$ cat config.mk
export PLATFORM = sky130hd
export DESIGN_NAME = boost_supervisor
export DESIGN_NICKNAME = d
export VERILOG_FILES = /design/src/core/boost_supervisor_pkg.sv /design/src/core/boost_supervisor.sv
export SDC_FILE = /design/constraint.sdc
export NUM_CORES = 1
export LEC_CHECK = 0
export BUFFER_PORTS_ARGS = -buffer_cell sky130_fd_sc_hd__buf_2
export CAP_MARGIN = 20
export CELL_PAD_IN_SITES_DETAIL_PLACEMENT = 1
export CELL_PAD_IN_SITES_GLOBAL_PLACEMENT = 2
export CORE_AREA = 2 2 129 131
export DETAILED_ROUTE_END_ITERATION = 8
export DIE_AREA = 0 0 131 133
export PLACE_DENSITY = 0.83
export SLEW_MARGIN = 20
export SYNTH_ARGS = -nofsm -noshare
export SYNTH_HDL_FRONTEND = slang
export SYNTH_SLANG_ARGS = --single-unit
$ cat constraint.sdc
create_clock -name core_clk_i -period 6.3 [get_ports core_clk_i]
set_input_delay 1.26 -clock core_clk_i [delete_from_list [all_inputs] [get_ports core_clk_i]]
set_output_delay 1.26 -clock core_clk_i [all_outputs]
set_load 0.01 [all_outputs]
$ cat src/core/boost_supervisor_pkg.sv
// constants, offsets and types shared by the boost fault supervisor
package boost_supervisor_pkg;

   // ****************************************
   // clock and timing
   // ****************************************
   localparam int unsigned CLK_HZ          = 40_000_000;  // core clock rate
   localparam int unsigned PULSE_US        = 128;         // fault pulse width, us
   localparam int unsigned PULSE_CYC       = (CLK_HZ / 1_000_000) * PULSE_US;
   localparam int unsigned OVLD_MS         = 30;          // overload persistence, ms
   localparam int unsigned OVLD_CYC        = (CLK_HZ / 1_000) * OVLD_MS;
   localparam int unsigned TICK_HZ         = 1_000;       // millisecond tick rate
   localparam int unsigned TICK_CYC        = CLK_HZ / TICK_HZ;
   localparam int unsigned SAFETY_S        = 32;          // boost safety timer, s
   localparam int unsigned SAFETY_TICKS    = SAFETY_S * TICK_HZ;
   localparam int unsigned CRUDE_S         = 32;          // crude host timer, s
   localparam int unsigned CRUDE_TICKS     = CRUDE_S * TICK_HZ;

   // ****************************************
   // avalon register map (byte addresses)
   // ****************************************
   localparam logic [3:0] ADDR_CTRL     = 4'h0;  // control bits
   localparam logic [3:0] ADDR_STATUS   = 4'h4;  // mode and fault code
   localparam logic [3:0] ADDR_IRQ_STAT = 4'h8;  // sticky events, write one to clear
   localparam logic [3:0] ADDR_IRQ_MASK = 4'hC;  // interrupt enables

   // control register fields
   localparam int unsigned CTRL_BOOST_POS = 0;   // boost_select_bit
   localparam int unsigned CTRL_HIZ_POS   = 1;   // hiz_request_bit
   localparam int unsigned CTRL_KICK_POS  = 2;   // timer_kick_bit, self clearing
   localparam int unsigned CTRL_FCLR_POS  = 3;   // fault clear, self clearing

   // event bits in irq status / mask
   localparam int unsigned EV_FAULT_POS   = 0;   // any boost fault
   localparam int unsigned EV_CRUDE_POS   = 1;   // crude timer expired
   localparam int unsigned EV_W           = 2;

   localparam logic [31:0] RESET_CTRL = 32'h0000_0000;
   localparam logic [1:0]  RESET_MASK = 2'h0;

   // fault codes
   typedef enum logic [2:0] {
      FLT_NONE     = 3'h0,
      FLT_OUT_OV   = 3'h1,
      FLT_OVERLOAD = 3'h2,
      FLT_BAT_OV   = 3'h3,
      FLT_BAT_LOW  = 3'h4,
      FLT_TIMER    = 3'h5
   } fault_code_e;

   // operating modes
   typedef enum logic [1:0] {
      MODE_CHARGE,
      MODE_BOOST,
      MODE_HIZ,
      MODE_CHG_CFG
   } op_mode_e;

endpackage

$ cat src/core/boost_supervisor.sv
// boost mode fault supervisor with hi-z and crude host-presence timer
//
// The Avalon-MM register port and the placing of the registers are this design's own decisions.
`timescale 1ns/100ps
module boost_supervisor (
   // clock and reset
   input  wire logic                 core_clk_i,
   input  wire logic                 rst_b_i,
   // avalon-mm slave
   input  wire logic [3:0]           avs_address_i,
   input  wire logic                 avs_read_i,
   input  wire logic                 avs_write_i,
   input  wire logic [31:0]          avs_writedata_i,
   input  wire logic [3:0]           avs_byteenable_i,
   output logic      [31:0]          avs_readdata_o,
   output logic                      avs_waitrequest_o,
   // pins and analog comparators
   input  wire logic                 otg_active_i,
   input  wire logic                 out_ov_i,
   input  wire logic                 overload_i,
   input  wire logic                 bat_ov_i,
   input  wire logic                 bat_min_i,
   input  wire logic                 bat_low_i,
   input  wire logic                 vin_input_undervoltage_lockout_i,
   // converter controls
   output logic                      boost_en_o,
   output logic                      pass_switch_linear_o,
   output logic                      hiz_o,
   output boost_supervisor_pkg::op_mode_e mode_o,
   // status pin, open drain
   output logic                      stat_out_o,
   output logic                      stat_oe_o,
   // interrupt
   output logic                      irq_o
);
   import boost_supervisor_pkg::*;

   // ****************************************
   // input synchronisers
   // ****************************************
   localparam int unsigned NIN = 7;
   logic [NIN-1:0] raw_in;       // asynchronous inputs
   logic [NIN-1:0] sync1;        // first stage, read only by sync2
   logic [NIN-1:0] sync2;        // second stage
   logic [NIN-1:0] sync3;        // third stage
   logic [NIN-1:0] in_q;         // accepted level

   assign raw_in = {vin_input_undervoltage_lockout_i, bat_low_i, bat_min_i, bat_ov_i,
                    overload_i, out_ov_i, otg_active_i};

   // three flops, level accepted once stages two and three agree
   always_ff @(posedge core_clk_i or negedge rst_b_i) begin
      if (!rst_b_i) begin
         sync1 <= '0;
         sync2 <= '0;
         sync3 <= '0;
      end else begin
         sync1 <= raw_in;
         sync2 <= sync1;
         sync3 <= sync2;
      end
   end

   genvar gi;
   generate
      for (gi = 0; gi < NIN; gi++) begin : g_accept
         // per-bit agreement filter
         always_ff @(posedge core_clk_i or negedge rst_b_i) begin
            if (!rst_b_i) begin
               in_q[gi] <= 1'b0;
            end else if (sync2[gi] == sync3[gi]) begin
               in_q[gi] <= sync3[gi];
            end
         end
      end
   endgenerate

   logic otg, out_ov, ovld, bat_ov, bat_min, bat_low, input_undervoltage_lockout;
   assign {input_undervoltage_lockout, bat_low, bat_min, bat_ov, ovld, out_ov, otg} = in_q;

   // ****************************************
   // register bus
   // ****************************************
   logic               boost_sel;    // boost_select_bit
   logic               hiz_req;      // hiz_request_bit
   logic               kick;         // timer_kick_bit pulse
   logic               fault_clr;    // fault clear pulse
   logic [EV_W-1:0]    irq_stat;     // sticky events
   logic [EV_W-1:0]    irq_mask;     // event enables
   logic               wr_ctrl;      // control write strobe
   logic               wr_stat;      // irq status write strobe
   logic               wr_mask;      // mask write strobe
   fault_code_e        fault_code;   // held fault cause
   logic               min32_mode;   // 32 minute mode
   logic               fault_evt;    // one-cycle fault event
   fault_code_e        fault_cause;  // cause of this event
   logic               crude_evt;    // crude timer expiry pulse
   op_mode_e           mode;         // current mode

   // single cycle answer, never stalls
   assign avs_waitrequest_o = 1'b0;
   assign wr_ctrl = avs_write_i && avs_byteenable_i[0] && (avs_address_i == ADDR_CTRL);
   assign wr_stat = avs_write_i && avs_byteenable_i[0] && (avs_address_i == ADDR_IRQ_STAT);
   assign wr_mask = avs_write_i && avs_byteenable_i[0] && (avs_address_i == ADDR_IRQ_MASK);

   // read data combinational from registers, valid in the request cycle
   always_comb begin
      avs_readdata_o = 32'h0000_0000;
      unique case (avs_address_i)
         ADDR_CTRL:     avs_readdata_o = {30'h0000_0000, hiz_req, boost_sel};
         ADDR_STATUS:   avs_readdata_o = {26'h000_0000, min32_mode, mode, fault_code};
         ADDR_IRQ_STAT: avs_readdata_o = {30'h0000_0000, irq_stat};
         ADDR_IRQ_MASK: avs_readdata_o = {30'h0000_0000, irq_mask};
         default:       avs_readdata_o = 32'h0000_0000;  // unmapped reads zero
      endcase
   end

   // control bits; hardware clear of boost select wins on a fault
   always_ff @(posedge core_clk_i or negedge rst_b_i) begin
      if (!rst_b_i) begin
         boost_sel <= RESET_CTRL[CTRL_BOOST_POS];
         hiz_req   <= RESET_CTRL[CTRL_HIZ_POS];
      end else begin
         if (wr_ctrl) begin
            boost_sel <= avs_writedata_i[CTRL_BOOST_POS];
            hiz_req   <= avs_writedata_i[CTRL_HIZ_POS];
         end
         if (fault_evt) begin
            boost_sel <= 1'b0;
         end
      end
   end

   // self clearing command pulses
   always_ff @(posedge core_clk_i or negedge rst_b_i) begin
      if (!rst_b_i) begin
         kick      <= 1'b0;
         fault_clr <= 1'b0;
      end else begin
         kick      <= wr_ctrl && avs_writedata_i[CTRL_KICK_POS];
         fault_clr <= wr_ctrl && avs_writedata_i[CTRL_FCLR_POS];
      end
   end

   // mask register
   always_ff @(posedge core_clk_i or negedge rst_b_i) begin
      if (!rst_b_i) begin
         irq_mask <= RESET_MASK;
      end else if (wr_mask) begin
         irq_mask <= avs_writedata_i[EV_W-1:0];
      end
   end

   // sticky events, set wins over write-one-clear
   always_ff @(posedge core_clk_i or negedge rst_b_i) begin
      if (!rst_b_i) begin
         irq_stat <= '0;
      end else begin
         for (int i = 0; i < EV_W; i++) begin
            if (wr_stat && avs_writedata_i[i]) begin
               irq_stat[i] <= 1'b0;
            end
         end
         if (fault_evt) irq_stat[EV_FAULT_POS] <= 1'b1;
         if (crude_evt) irq_stat[EV_CRUDE_POS] <= 1'b1;
      end
   end

   assign irq_o = |(irq_stat & irq_mask);

   // ****************************************
   // timebase and timers
   // ****************************************
   logic [15:0] tick_cnt;   // divider to 1 ms
   logic        tick;       // 1 ms enable pulse
   logic [20:0] ovld_cnt;   // overload persistence counter, holds limit plus one
   logic [15:0] safety_cnt; // boost safety timer, ms
   logic [15:0] crude_cnt;  // crude host timer, ms
   logic        boosting;   // converter running

   // millisecond enable pulse
   always_ff @(posedge core_clk_i or negedge rst_b_i) begin
      if (!rst_b_i) begin
         tick_cnt <= '0;
         tick     <= 1'b0;
      end else if (tick_cnt == 16'(TICK_CYC - 1)) begin
         tick_cnt <= '0;
         tick     <= 1'b1;
      end else begin
         tick_cnt <= tick_cnt + 16'h0001;
         tick     <= 1'b0;
      end
   end

   // overload must persist past the limit before it is a fault
   always_ff @(posedge core_clk_i or negedge rst_b_i) begin
      if (!rst_b_i) begin
         ovld_cnt <= '0;
      end else if (!(boosting && ovld)) begin
         ovld_cnt <= '0;
      end else if (ovld_cnt <= 21'(OVLD_CYC)) begin
         ovld_cnt <= ovld_cnt + 21'h0_0001;
      end
   end

   // safety timer, restarted at boost entry and by kick
   always_ff @(posedge core_clk_i or negedge rst_b_i) begin
      if (!rst_b_i) begin
         safety_cnt <= '0;
      end else if (!boosting || kick) begin
         safety_cnt <= '0;
      end else if (tick && safety_cnt < 16'(SAFETY_TICKS)) begin
         safety_cnt <= safety_cnt + 16'h0001;
      end
   end

   // crude timer runs in hi-z below low battery, stops in 32 min mode
   always_ff @(posedge core_clk_i or negedge rst_b_i) begin
      if (!rst_b_i) begin
         crude_cnt  <= '0;
         min32_mode <= 1'b0;
         crude_evt  <= 1'b0;
      end else begin
         crude_evt <= 1'b0;
         if (min32_mode || mode != MODE_HIZ || !bat_low) begin
            crude_cnt <= '0;
         end else if (tick) begin
            if (crude_cnt == 16'(CRUDE_TICKS - 1)) begin
               min32_mode <= 1'b1;
               crude_evt  <= 1'b1;
            end else begin
               crude_cnt <= crude_cnt + 16'h0001;
            end
         end
      end
   end

   // ****************************************
   // fault detection and mode
   // ****************************************
   // fault causes in priority order
   always_comb begin
      fault_cause = FLT_NONE;
      if (out_ov)                                      fault_cause = FLT_OUT_OV;
      else if (ovld_cnt > 21'(OVLD_CYC))               fault_cause = FLT_OVERLOAD;
      else if (bat_ov)                                 fault_cause = FLT_BAT_OV;
      else if (bat_min)                                fault_cause = FLT_BAT_LOW;
      else if (safety_cnt >= 16'(SAFETY_TICKS))        fault_cause = FLT_TIMER;
   end

   assign fault_evt = boosting && (fault_cause != FLT_NONE);

   // held fault code; a new fault wins over a clear
   always_ff @(posedge core_clk_i or negedge rst_b_i) begin
      if (!rst_b_i) begin
         fault_code <= FLT_NONE;
      end else if (fault_evt) begin
         fault_code <= fault_cause;
      end else if (fault_clr) begin
         fault_code <= FLT_NONE;
      end
   end

   // next mode from requests, pins and faults
   op_mode_e next_mode;
   always_comb begin
      next_mode = MODE_CHARGE;
      if ((hiz_req && !otg) || (min32_mode && input_undervoltage_lockout)) begin
         next_mode = MODE_HIZ;
      end else if (fault_evt) begin
         next_mode = MODE_CHG_CFG;
      end else if ((otg || boost_sel) && fault_code != FLT_OVERLOAD) begin
         next_mode = MODE_BOOST;
      end else if (fault_code != FLT_NONE) begin
         next_mode = MODE_CHG_CFG;
      end
   end

   // mode register; boost held off after a fault until out_ov, bat_ov and bat_min are low
   logic boost_armed;  // clears on fault, re-armed once out_ov, bat_ov and bat_min are low
   always_ff @(posedge core_clk_i or negedge rst_b_i) begin
      if (!rst_b_i) begin
         mode <= MODE_CHARGE;
      end else if (next_mode == MODE_BOOST && !boost_armed) begin
         mode <= MODE_CHG_CFG;
      end else begin
         mode <= next_mode;
      end
   end

   // otg still held re-arms, except after an overload fault, which waits for fault clear; boost select was cleared so it needs a rewrite
   always_ff @(posedge core_clk_i or negedge rst_b_i) begin
      if (!rst_b_i) begin
         boost_armed <= 1'b1;
      end else begin
         boost_armed <= !fault_evt && !out_ov && !bat_ov && !bat_min;
      end
   end

   assign boosting             = (mode == MODE_BOOST);
   assign boost_en_o           = boosting;
   assign pass_switch_linear_o = boosting && ovld;
   assign hiz_o                = (mode == MODE_HIZ);
   assign mode_o               = mode;

   // ****************************************
   // status pin pulse
   // ****************************************
   logic [12:0] pulse_cnt;  // remaining low-pulse cycles

   // one low pulse per fault, released otherwise
   always_ff @(posedge core_clk_i or negedge rst_b_i) begin
      if (!rst_b_i) begin
         pulse_cnt <= '0;
      end else if (fault_evt) begin
         pulse_cnt <= 13'(PULSE_CYC);
      end else if (pulse_cnt != 13'h0000) begin
         pulse_cnt <= pulse_cnt - 13'h0001;
      end
   end

   assign stat_out_o = 1'b0;
   assign stat_oe_o  = (pulse_cnt != 13'h0000);

endmodule

Yosys cells after proc, flatten, opt, wreduce, memory -nomap -nowiden
Index checks and enable logic that the tools add are counted.
{ "op_classes": {"addsub": 5, "n_mux": 33, "reduce_logical": 45, "magnitude_cmp": 4, "n_eq_ne": 19, "bitwise": 2} }
{ "op_table": {"columns": ["op", "count"], "rows": [
  ["16-bit two-way mux", 6],
  ["16-bit by 1-bit adder with 16-bit output, second input constant", 3],
  ["21-bit two-way mux", 2],
  ["13-bit two-way mux", 2],
  ["6-bit case mux with 4 select lines", 1],
  ["21-bit by 1-bit adder with 21-bit output, second input constant", 1],
  ["21-bit > comparator, second input constant", 1],
  ["21-bit <= comparator, second input constant", 1],
  ["3-bit two-way mux", 7],
  ["1-bit logical AND", 18],
  ["16-bit by 15-bit equality test with 1-bit output, second input constant", 1],
  ["16-bit equality test, second input constant", 1],
  ["16-bit by 15-bit >= comparator with 1-bit output, second input constant", 1],
  ["16-bit by 15-bit less-than comparator with 1-bit output, second input constant", 1],
  ["2-bit nonzero test", 7],
  ["13-bit nonzero test", 1],
  ["13-bit by 1-bit subtractor with 13-bit output, second input constant", 1],
  ["1-bit two-way mux", 10],
  ["2-bit two-way mux", 5],
  ["4-bit equality test, second input constant", 2],
  ["1-bit logical NOT", 8],
  ["1-bit equality test", 7],
  ["3-bit nonzero test", 2],
  ["1-bit logical OR", 5],
  ["other kinds (12)", 14]
]} }
{ "word_totals": {"wordCells": 136, "regBits": 127, "inputBits": 51, "output_inout_bits": 41} }

Longest topological paths before layout
Gate-level depths: netlist of the first run.
{ "logic_depth": {"depth_word": 13, "mapped_depth": 8} }

Least setup slack after synthesis of the first run
No wires, ideal clock.
{ "synth_path": {"kind": "flip-flop to output port", "start": "register pulse_cnt[5]", "end": "output port stat_oe_o", "required_time_ns": 5.040, "setup_slack_ns": 3.037, "stages_incl_launch_ff": 5, "arrival_ns": 2.003, "cell_sequence": "dfrtp_1 -> or4_1 -> or4_1 -> clkbuf_1 -> or4_1"} }
{ "synth_via": {"elab_chain_len": 1} }
{ "synth_lines": {"columns": ["item", "line_no", "text"], "rows": [
  ["start, declared", "boost_supervisor.sv:309", "logic [12:0] pulse_cnt;"],
  ["start signal, assigned", "boost_supervisor.sv:316", "pulse_cnt <= 13'(PULSE_CYC);"],
  ["start signal, assigned", "boost_supervisor.sv:318", "pulse_cnt <= pulse_cnt - 13'h0001;"],
  ["13-bit nonzero test", "boost_supervisor.sv:323", "assign stat_oe_o = (pulse_cnt != 13'h0000);"],
  ["end, declared", "boost_supervisor.sv:32", "output logic stat_oe_o,"]
]} }
Every way passes these cells.

Worst setup path after layout of the first run
Ends and elaborated chain as after synthesis.

==> results.py, run 1 <==
metrics = {
    "sta": {
        "slew_viol_final": 0,
        "post-route-min-period_ns": 3.88,
        "rsz0062_at_grt": "false",
        "finalSetupViolCount": 0,
        "fmax_ghz": 0.258,
        "relSlewSlack": 0.381,
        "hold_viol_final": 0,
        "skew_ns": 0.0121,
        "final.setup.tns_ns": 0,
        "finalCritPeriodShare": 0.616,
        "worst_pin_slew_ns": 0.929,
    },
    "finish": {
        "n_antenna_cell": 0,
        "drive_gt1_frac": 0.121,
        "layout_common_cells": "dfrtp_1 (126), nor2_1 (63), nand2_1 (46)",
        "area_growth_pct": 14.4,
        "n_fill_cell": 1821,
        "layout_commonest_cell": "dfrtp_1",
        "nets": 698,
        "fin_cells": 873,
    },
    "synth": {
        "synth_top_family_by_area": "simple AND/OR/NAND/NOR gates",
        "synth-xor-area-share": 0.0611,
        "synth_fa_ha_area_frac": 0.0256,
        "syn_avg_cell_area_um2": 10.1,
        "synth-compound-area-share": 0.115,
        "synth-simple-area-share": 0.199,
        "syn_inst": 607,
        "async_flop_share": 1.00,
        "ys_warn_count": 0,
        "synth_edf_count": 0,
        "synth_seq_cells": 127,
        "ys_seq_area_frac": 0.516,
        "synthMuxAreaShare": 0.0242,
        "synth_area_um2": 6160,
        "synth.distinct_cells": 58,
        "yosys_most_used_dff": "dfrtp_1",
    },
    "pwr": {
        "power_density_nw_per_um2": 321,
        "leakagePower_uw": 0.00302,
        "vdd_drop_max_mv": 0.212,
        "power_uw": 2260,
        "pwr-share-seq": 0.416,
        "switching_power_uw": 605,
        "p_int_uw": 1660,
        "p_sw_frac": 0.267,
        "p_clk_frac": 0.452,
        "combPwrFrac": 0.133,
    },
    "detailed_routing": {
        "vias": 4505,
        "dr.pass1.iters": 4,
        "wire_per_inst_um": 15.9,
        "highest_layer": "met4",
        "drc": 0,
        "ant_nets": 0,
        "wl_met3_um": 353,
        "met1_length_um": 6110,
        "first_iter_violations": 220,
        "dr_wl_met2_um": 7180,
        "drt_wl_total_um": 13800,
        "via_per_inst": 5.16,
    },
    "floorplan": {
        "initial_core_util": 0.381,
        "row_count": 47,
        "die_area_um2": 17400,
        "die_h_um": 133,
        "core_um2": 16200,
        "fp.dieW_um": 131,
        "ioPinCount": 92,
    },
    "clock_network": {
        "root_buffer": "clkbuf_16",
        "cts_sinks": 127,
        "clockBufferDepth": 2,
        "cts_setup_buffers": 0,
        "numCtsBuffers": 17,
        "clkTransAtPathRegs_ns": 0.06,
        "ctsHoldBuffers": 0,
        "cts_tree": "built",
        "ctsResizeCount": 0,
        "cts-htree-levels": 4,
        "clock_latency_ns": 0.42,
    },
    "setup_path": {
        "crit_start": "pulse_cnt[5]$_DFFE_PN0P_",
        "crit_top_cell": "or4_1",
        "crit_path_max_incr_delay_ns": 0.58,
        "slowest_stage": "or4_1",
        "ff2ff_setup_slack_ns": 3.16,
        "critical_path_required_ns": 5.04,
        "r2r_cells": 5,
        "path_class": "reg -> out",
        "reg2reg_to": "mode_o[1]$_DFF_PN0_",
        "cp_cell_sequence": "or4_1, or4_1, or4_1, buf_2",
        "path_delay_family": "simple AND/OR/NAND/NOR gates",
        "endpoint_kind": "output port",
        "cp_max_fo": 7,
        "path_buf_inv": 1,
        "cp.arrival_ns": 2.62,
        "startpoint_type": "flop",
        "r2r-start": "ovld_cnt[15]$_DFFE_PN0P_",
    },
    "min_path": {
        "hp-start": "sync1[6]$_DFF_PN0_",
        "holdPathStages": 0,
        "min_path_type": "reg -> reg",
        "hold-path-endpoint": "sync2[6]$_DFF_PN0_",
    },
    "placed_design": {
        "io_buffers": 31,
        "gp_congestion": 0.764,
        "hpwl_um": 9160,
        "placed_cells": 841,
    },
    "global_routing": {
        "grt_max_degree": 71,
        "track_usage": 0.172,
        "grt_pass1_vias": 4835,
        "grt.overflow.total": 0,
        "antenna_found_initial": 0,
        "grt_pass1_wl_um": 23500,
    },
    "job": {
        "cap_violations": 0,
    },
    "status": {
        "outcome": "finished clean",
    },
}
## layout make-up
class                   instances  area (um2)  area share
repair buffers                 32         165      0.0234
clock buffers                  24         492      0.0697
multi-input cells             443        2740       0.388
well taps                     220         275      0.0390
clock inverters                 8         131      0.0186
flip-flops and latches        127        3180       0.451
inverters                      19        71.3      0.0101
## synth_stat cells, drive strengths merged, types with 7 or more instances
library cell	instances	area [um2]
and2	12	75.1
ha	7	87.6
clkbuf	12	45.0
or3	10	62.6
nor2	64	240
buf	33	241
nand3	18	90.1
mux2i	7	70.1
xnor2	24	210
nor4	8	50.1
and3	13	81.3
maj3	7	70.1
xor2	19	166
nand2	46	173
nand2b	8	50.1
or4	10	75.1
o21ai	27	135
nand4	10	62.6
dfrtp	126	3150
nor3	13	65.1
inv	19	71.3
o31ai	7	52.6
a21oi	33	165
## worst max path at each step
stage	endpoint	slack [ns]	cells after the start
floorplan	stat_oe_o	3.04	4
global placement	avs_readdata_o[0]	2.82	4
detailed placement	avs_readdata_o[3]	2.73	4
CTS	stat_oe_o	2.37	4
global route	stat_oe_o	2.30	4
finish	stat_oe_o	2.42	4
## metal layers
layer | GRT usage | vias up
li1 | - | 2154
met1 | 0.207 | 2296
met2 | 0.295 | 37
met3 | 0.0441 | 18
met4 | 0.0609 | 0
met5 | 0 | -
## flip-flops by register name, indices dropped and copies added, names as in the netlist, 2 cells and up
name,flops
safety_cnt,16
mode_o,2
irq_stat,2
tick_cnt,16
sync3,7
pulse_cnt,13
ovld_cnt,21
crude_cnt,16
sync2,7
fault_code,3
irq_mask,2
sync1,7
## power groups by stage
stage               Sequential (uW)  Clock [uW]  Combinational, uW
global placement                950           0                286
CTS                             941        1050                306
floorplan                       937           0                226
detailed placement              954           0                301
finish                          941        1020                301
global route                    950        1090                339
## metrics by stage
step | util | instance area, um2 | setup slack, ns | hold slack [ns]
floorplan | - | 6260 | 3.04 | 0.331
global placement | 0.397 | 6420 | 2.82 | 0.332
detailed placement | 0.397 | 6420 | 2.73 | 0.337
CTS | 0.435 | 7040 | 2.37 | 0.353
global route | 0.436 | 7050 | 2.30 | 0.354
finish | 0.436 | 7050 | 2.42 | 0.349
## logic make-up after synthesis
group	Yosys count
other	1
AND/OR/NAND/NOR	238
multiplexers	12
flip-flops	127
adder cells (fa/ha/maj)	14
AO/OA/AOI/OAI	108
XOR/XNOR	43
buffers and inverters	64
Power figures use the tool's default switching activity.
==> inputs of run 2 (changes only) <==
--- a/config.mk
+++ b/config.mk
@@ -9,10 +9,10 @@
 export CAP_MARGIN = 20
 export CELL_PAD_IN_SITES_DETAIL_PLACEMENT = 1
 export CELL_PAD_IN_SITES_GLOBAL_PLACEMENT = 2
-export CORE_AREA = 2 2 129 131
+export CORE_AREA = 2 2 134 136
 export DETAILED_ROUTE_END_ITERATION = 8
-export DIE_AREA = 0 0 131 133
-export PLACE_DENSITY = 0.83
+export DIE_AREA = 0 0 136 138
+export PLACE_DENSITY = 0.77
 export SLEW_MARGIN = 20
 export SYNTH_ARGS = -nofsm -noshare
 export SYNTH_HDL_FRONTEND = slang
==> constraint.sdc (replaced) <==
create_clock -name core_clk_i -period 3.65 [get_ports core_clk_i]
set_input_delay 0.73 -clock core_clk_i [delete_from_list [all_inputs] [get_ports core_clk_i]]
set_output_delay 0.73 -clock core_clk_i [all_outputs]
set_load 0.01 [all_outputs]
==> run 2 against run 1 <==
Compared with the run above:
- die area is 7.7% higher
- critical path depth is the same
- non-clock buffer count increased by 4
- setup slack lost 2.2 ns
- utilization down 3.3 points
- flip-flop and latch count stayed put
- sequential power up 72%
- final area up 0.18%
- via count up 1.7%
- critical endpoint unchanged
==> results.py, run 2 (same netlist as run 1, synthesis figures left out) <==
metrics = {
    "status": {
        "outcome": "finished clean",
    },
    "finish": {
        "regMostFlops": "ovld_cnt",
        "layout_common_cells": "dfrtp_1 (126), nor2_1 (63), nand2_1 (46)",
        "nets": 702,
        "layout_commonest_cell": "dfrtp_1",
        "n_antenna_cell": 0,
        "largest_reg_flops": 21,
        "area_growth_pct": 14.6,
        "drive_gt1_frac": 0.128,
        "n_fill_cell": 1987,
    },
    "clock_network": {
        "cts_setup_buffers": 0,
        "clockBufferDepth": 2,
        "ctsResizeCount": 0,
        "cts-htree-levels": 4,
        "root_buffer": "clkbuf_16",
        "ctsHoldBuffers": 0,
        "cts_tree": "built",
        "clock_latency_ns": 0.42,
        "cts_sinks": 127,
        "numCtsBuffers": 17,
        "clkTransAtPathRegs_ns": 0.06,
    },
    "setup_path": {
        "r2r-start": "ovld_cnt[15]$_DFFE_PN0P_",
        "cp.arrival_ns": 2.68,
        "path_buf_inv": 1,
        "cp.depth": 4,
        "path_class": "reg -> out",
        "cp_cell_sequence": "or4_1, or4_1, or4_1, buf_2",
        "path_delay_family": "simple AND/OR/NAND/NOR gates",
        "endpoint_kind": "output port",
        "startpoint_type": "flop",
        "crit_top_cell": "or4_1",
        "reg2reg_to": "mode_o[1]$_DFF_PN0_",
        "r2r_cells": 5,
        "cp_max_fo": 7,
        "ff2ff_setup_slack_ns": 0.53,
        "crit_path_max_incr_delay_ns": 0.61,
        "slowest_stage": "or4_1",
        "critical_path_required_ns": 2.92,
    },
    "detailed_routing": {
        "drt_wl_total_um": 13800,
        "ant_nets": 0,
        "dr.pass1.iters": 4,
        "wire_per_inst_um": 15.5,
        "drc": 0,
        "via_per_inst": 5.17,
        "first_iter_violations": 152,
        "vias": 4580,
    },
    "pwr": {
        "leakagePower_uw": 0.00302,
        "power_density_nw_per_um2": 542,
        "power_uw": 3830,
        "vdd_drop_max_mv": 0.345,
    },
    "floorplan": {
        "row_count": 49,
        "core_um2": 17500,
        "fp.dieW_um": 136,
        "die_area_um2": 18800,
        "die_h_um": 138,
        "ioPinCount": 92,
        "initial_core_util": 0.351,
    },
    "job": {
        "cap_violations": 0,
    },
    "placed_design": {
        "hpwl_um": 9490,
        "io_buffers": 31,
        "pre_cts_slack_ns": 0.437,
        "gp_congestion": 0.783,
    },
    "sta": {
        "hold_ws_ns": 0.165,
        "rsz0062_at_grt": "false",
        "finalWorstSetupSlack_ns": 0.242,
        "skew_ns": 0.00844,
        "finalCritPeriodShare": 0.934,
        "final.setup.tns_ns": 0,
        "hold_viol_final": 0,
        "finalSetupViolCount": 0,
        "slew_viol_final": 0,
        "worst_pin_slew_ns": 0.717,
        "relSlewSlack": 0.516,
        "fmax_ghz": 0.293,
        "post-route-min-period_ns": 3.41,
    },
    "global_routing": {
        "grt_pass1_vias": 4906,
        "track_usage": 0.161,
        "antenna_found_initial": 0,
        "grt.overflow.total": 0,
        "grt_pass1_wl_um": 24100,
        "grt_max_degree": 79,
    },
    "min_path": {
        "min_path_type": "in -> async",
    },
}
-- run 2: final cells by class --
cell class	instances	area [um2]	area share
timing repair buffer	36	208	0.0294
clock buffer	18	429	0.0608
inverter	19	71.3	0.0101
sequential	127	3180	0.450
clock inverter	14	156	0.0221
multi-input combinational	443	2730	0.387
tap	229	287	0.0406
-- run 2: per-stage QoR --
step	cells	util	cell area, um2
4_1_cts	886	0.402	7060
3_5_place_dp	854	0.369	6470
5_1_grt	886	0.403	7060
2_1_floorplan	634	-	6260
3_3_place_gp	854	0.369	6470
6_report	886	0.403	7060
-- run 2: report_power, final --
group / switching (uW) / leakage (uW) / internal [uW] / total (uW)
Clock: 665 / 0.000274 / 1010 / 1680
Combinational: 322 / 0.00110 / 201 / 524
Sequential: 105 / 0.00165 / 1520 / 1620
Total: 1090 / 0.00302 / 2730 / 3830
-- run 2: worst max path at each step --
stage / from / endpoint / slack, ns
after floorplan: pulse_cnt[5]$_DFFE_PN0P_ / stat_oe_o / 0.92
after global placement: ovld_cnt[15]$_DFFE_PN0P_ / mode_o[0]$_DFF_PN0_ / 0.52
after detailed placement: ovld_cnt[15]$_DFFE_PN0P_ / pulse_cnt[11]$_DFFE_PN0P_ / 0.44
after CTS: pulse_cnt[5]$_DFFE_PN0P_ / stat_oe_o / 0.23
after global routing: pulse_cnt[5]$_DFFE_PN0P_ / stat_oe_o / 0.15
final: pulse_cnt[5]$_DFFE_PN0P_ / stat_oe_o / 0.24
-- run 2: layer usage --
layer	routed length, um	part of all wire	vias to the layer above	global-route usage
met5	0	0	-	0
met4	182	0.013	0	0.0515
met3	351	0.026	16	0.0429
met2	6960	0.51	42	0.270
met1	6270	0.46	2347	0.200
li1	-	-	2175	-
==> inputs of run 3 (changes only) <==
--- a/config.mk
+++ b/config.mk
@@ -9,10 +9,10 @@
 export CAP_MARGIN = 20
 export CELL_PAD_IN_SITES_DETAIL_PLACEMENT = 1
 export CELL_PAD_IN_SITES_GLOBAL_PLACEMENT = 2
-export CORE_AREA = 2 2 134 136
+export CORE_AREA = 2 2 147 149
 export DETAILED_ROUTE_END_ITERATION = 8
-export DIE_AREA = 0 0 136 138
-export PLACE_DENSITY = 0.77
+export DIE_AREA = 0 0 149 151
+export PLACE_DENSITY = 0.68
 export SLEW_MARGIN = 20
 export SYNTH_ARGS = -nofsm -noshare
 export SYNTH_HDL_FRONTEND = slang
==> constraint.sdc (replaced) <==
create_clock -name core_clk_i -period 2.74 [get_ports core_clk_i]
set_input_delay 0.548 -clock core_clk_i [delete_from_list [all_inputs] [get_ports core_clk_i]]
set_output_delay 0.548 -clock core_clk_i [all_outputs]
set_load 0.01 [all_outputs]
==> run 3 against run 2 <==
Compared with the run above:
- the run now ends with setup timing left
- clock power grew 34%
- non-clock buffer count grew 24
- sequential share of layout area shrank 1.8 points
- cell count grew 7.9%
- combinational power grew 52%
- final area grew 4.1%
- global-route usage shrank 2.3 points
- critical path depth is the same
- first-iteration DRC count grew 13%
- sequential power grew 33%
- worst hold slack lost 0.067 ns
- routed wire length grew 3.8%
- critical endpoint unchanged
==> results.py, run 3 (same netlist as run 1, synthesis figures left out) <==
metrics = {
    "status": {
        "outcome": "finished with violations",
        "violations": "setup timing",
    },
    "placed_design": {
        "placed_area_um2": 6690,
        "placed_cells": 921,
        "hpwl_um": 10100,
        "gp_congestion": 0.814,
        "pre_cts_slack_ns": -0.0599,
        "io_buffers": 31,
    },
    "floorplan": {
        "core_um2": 20800,
        "fp.dieW_um": 149,
        "ioPinCount": 92,
        "die_h_um": 151,
        "initial_core_util": 0.296,
        "row_count": 53,
        "die_area_um2": 22500,
    },
    "min_path": {
        "min_path_type": "in -> async",
    },
    "sta": {
        "hold_viol_final": 0,
        "relSlewSlack": 0.482,
        "slew_viol_final": 0,
        "worst_pin_slew_ns": 0.776,
        "post-route-min-period_ns": 2.97,
        "skew_ns": 0.00897,
        "finalSetupViolCount": 1,
        "finalCritPeriodShare": 1.09,
        "hold_ws_ns": 0.0985,
        "fmax_ghz": 0.336,
        "rsz0062_at_grt": "true",
        "finalWorstSetupSlack_ns": -0.233,
    },
    "setup_path": {
        "path_delay_family": "simple AND/OR/NAND/NOR gates",
        "slowest_stage": "or4_4",
        "ff2ff_setup_slack_ns": 0.09,
        "r2r-start": "ovld_cnt[15]$_DFFE_PN0P_",
        "reg2reg_to": "mode_o[1]$_DFF_PN0_",
        "path_class": "reg -> out",
        "crit_path_max_incr_delay_ns": 0.55,
        "crit_top_cell": "or4_4",
        "critical_path_required_ns": 2.19,
        "cp_cell_sequence": "or4_4, or4_4, or4_4, buf_6",
        "cp_max_fo": 2,
        "path_buf_inv": 1,
        "cp.arrival_ns": 2.43,
        "r2r_cells": 7,
        "startpoint_type": "flop",
        "endpoint_kind": "output port",
    },
    "global_routing": {
        "grt_pass1_wl_um": 24300,
        "track_usage": 0.138,
        "grt_max_degree": 64,
        "met1_usage": 0.166,
        "top_usage_layer": "met2",
        "grt_pass1_vias": 4909,
        "grt.overflow.total": 0,
        "grt_util_met3": 0.0355,
        "use_met2": 0.235,
        "antenna_found_initial": 0,
    },
    "finish": {
        "layout_common_cells": "dfrtp_1 (126), nor2_1 (64), nand2_1 (46)",
        "n_antenna_cell": 0,
        "multi_input_area_um2": 2770,
        "regMostFlops": "ovld_cnt",
        "area_growth_pct": 19.3,
        "largest_reg_flops": 21,
        "fin_cells": 956,
        "layout_commonest_cell": "dfrtp_1",
        "seq_area_um2": 3180,
        "drive_gt1_frac": 0.164,
        "n_fill_cell": 2370,
        "nets": 726,
        "design_area_um2": 7350,
    },
    "pwr": {
        "vdd_drop_max_mv": 0.420,
        "power_density_nw_per_um2": 709,
        "leakagePower_uw": 0.00317,
    },
    "clock_network": {
        "clock_latency_ns": 0.42,
        "root_buffer": "clkbuf_16",
        "cts-htree-levels": 4,
        "clkTransAtPathRegs_ns": 0.06,
        "numCtsBuffers": 17,
        "cts_tree": "built",
        "cts_sinks": 127,
        "clockBufferDepth": 2,
        "ctsHoldBuffers": 0,
    },
    "detailed_routing": {
        "wire_per_inst_um": 14.9,
        "dr.pass1.iters": 4,
        "first_iter_violations": 171,
        "ant_nets": 0,
        "via_per_inst": 4.84,
        "vias": 4625,
        "drc": 0,
        "drt_wl_total_um": 14300,
    },
    "job": {
        "cap_violations": 0,
    },
}
==> run 3: cell types whose count changed in the layout (fill, tap and decap cells not counted), sizes merged <==
cell	previous run	this run
clkinv	3	6
clkinvlp	4	2
buf	36	60
clkbuf	18	21
inv	24	20
==> run 3: repair_timing <==
| item | 4_1_cts | 5_1_grt |
|---|---|---|
| setup endpoints to repair | 11 | 3 |
| setup buffers | 3 | 0 |
| pin swaps | 1 | 0 |
| gates resized for setup | 7 | 2 |
==> run 3: how the worst max path moves through the flow <==
stage	endpoint	cells past startpoint	slack, ns	startpoint
after floorplan	ovld_cnt[6]$_DFFE_PN0P_	8	0.09	ovld_cnt[18]$_DFFE_PN0P_
after global placement	mode_o[1]$_DFF_PN0_	7	-0.05	ovld_cnt[15]$_DFFE_PN0P_
after detailed placement	mode_o[1]$_DFF_PN0_	7	-0.06	ovld_cnt[15]$_DFFE_PN0P_
after CTS	stat_oe_o	4	-0.26	pulse_cnt[5]$_DFFE_PN0P_
after global routing	stat_oe_o	4	-0.30	pulse_cnt[5]$_DFFE_PN0P_
final	stat_oe_o	4	-0.23	pulse_cnt[5]$_DFFE_PN0P_
==> run 3: final cells by class <==
type,instances,share of cell area
clock buffers,21,0.0626
flip-flops and latches,127,0.433
multi-input cells,443,0.377
repair buffers,60,0.0536
clock inverters,11,0.0180
well taps,275,0.0468
inverters,19,0.00970
==> run 3: layer usage <==
metal	vias up	routed length, um
met1	2360	6570
met2	36	7210
met5	-	0
li1	2215	-
met3	14	294
met4	0	206
==> run 3: report_power, final <==
group / total, uW / internal [uW] / switching, uW
combinational: 798 / 341 / 457
sequential: 2160 / 2020 / 140
clock: 2250 / 1390 / 858
==> run 3: stage by stage <==
step / TNS, ns / total power [uW] / util
global placement: -0.0911 / 2890 / 0.321
global route: -0.301 / 5500 / 0.353
floorplan: 0 / 2670 / -
detailed placement: -0.172 / 2940 / 0.321
CTS: -0.260 / 5280 / 0.352
finish: -0.233 / 5210 / 0.353
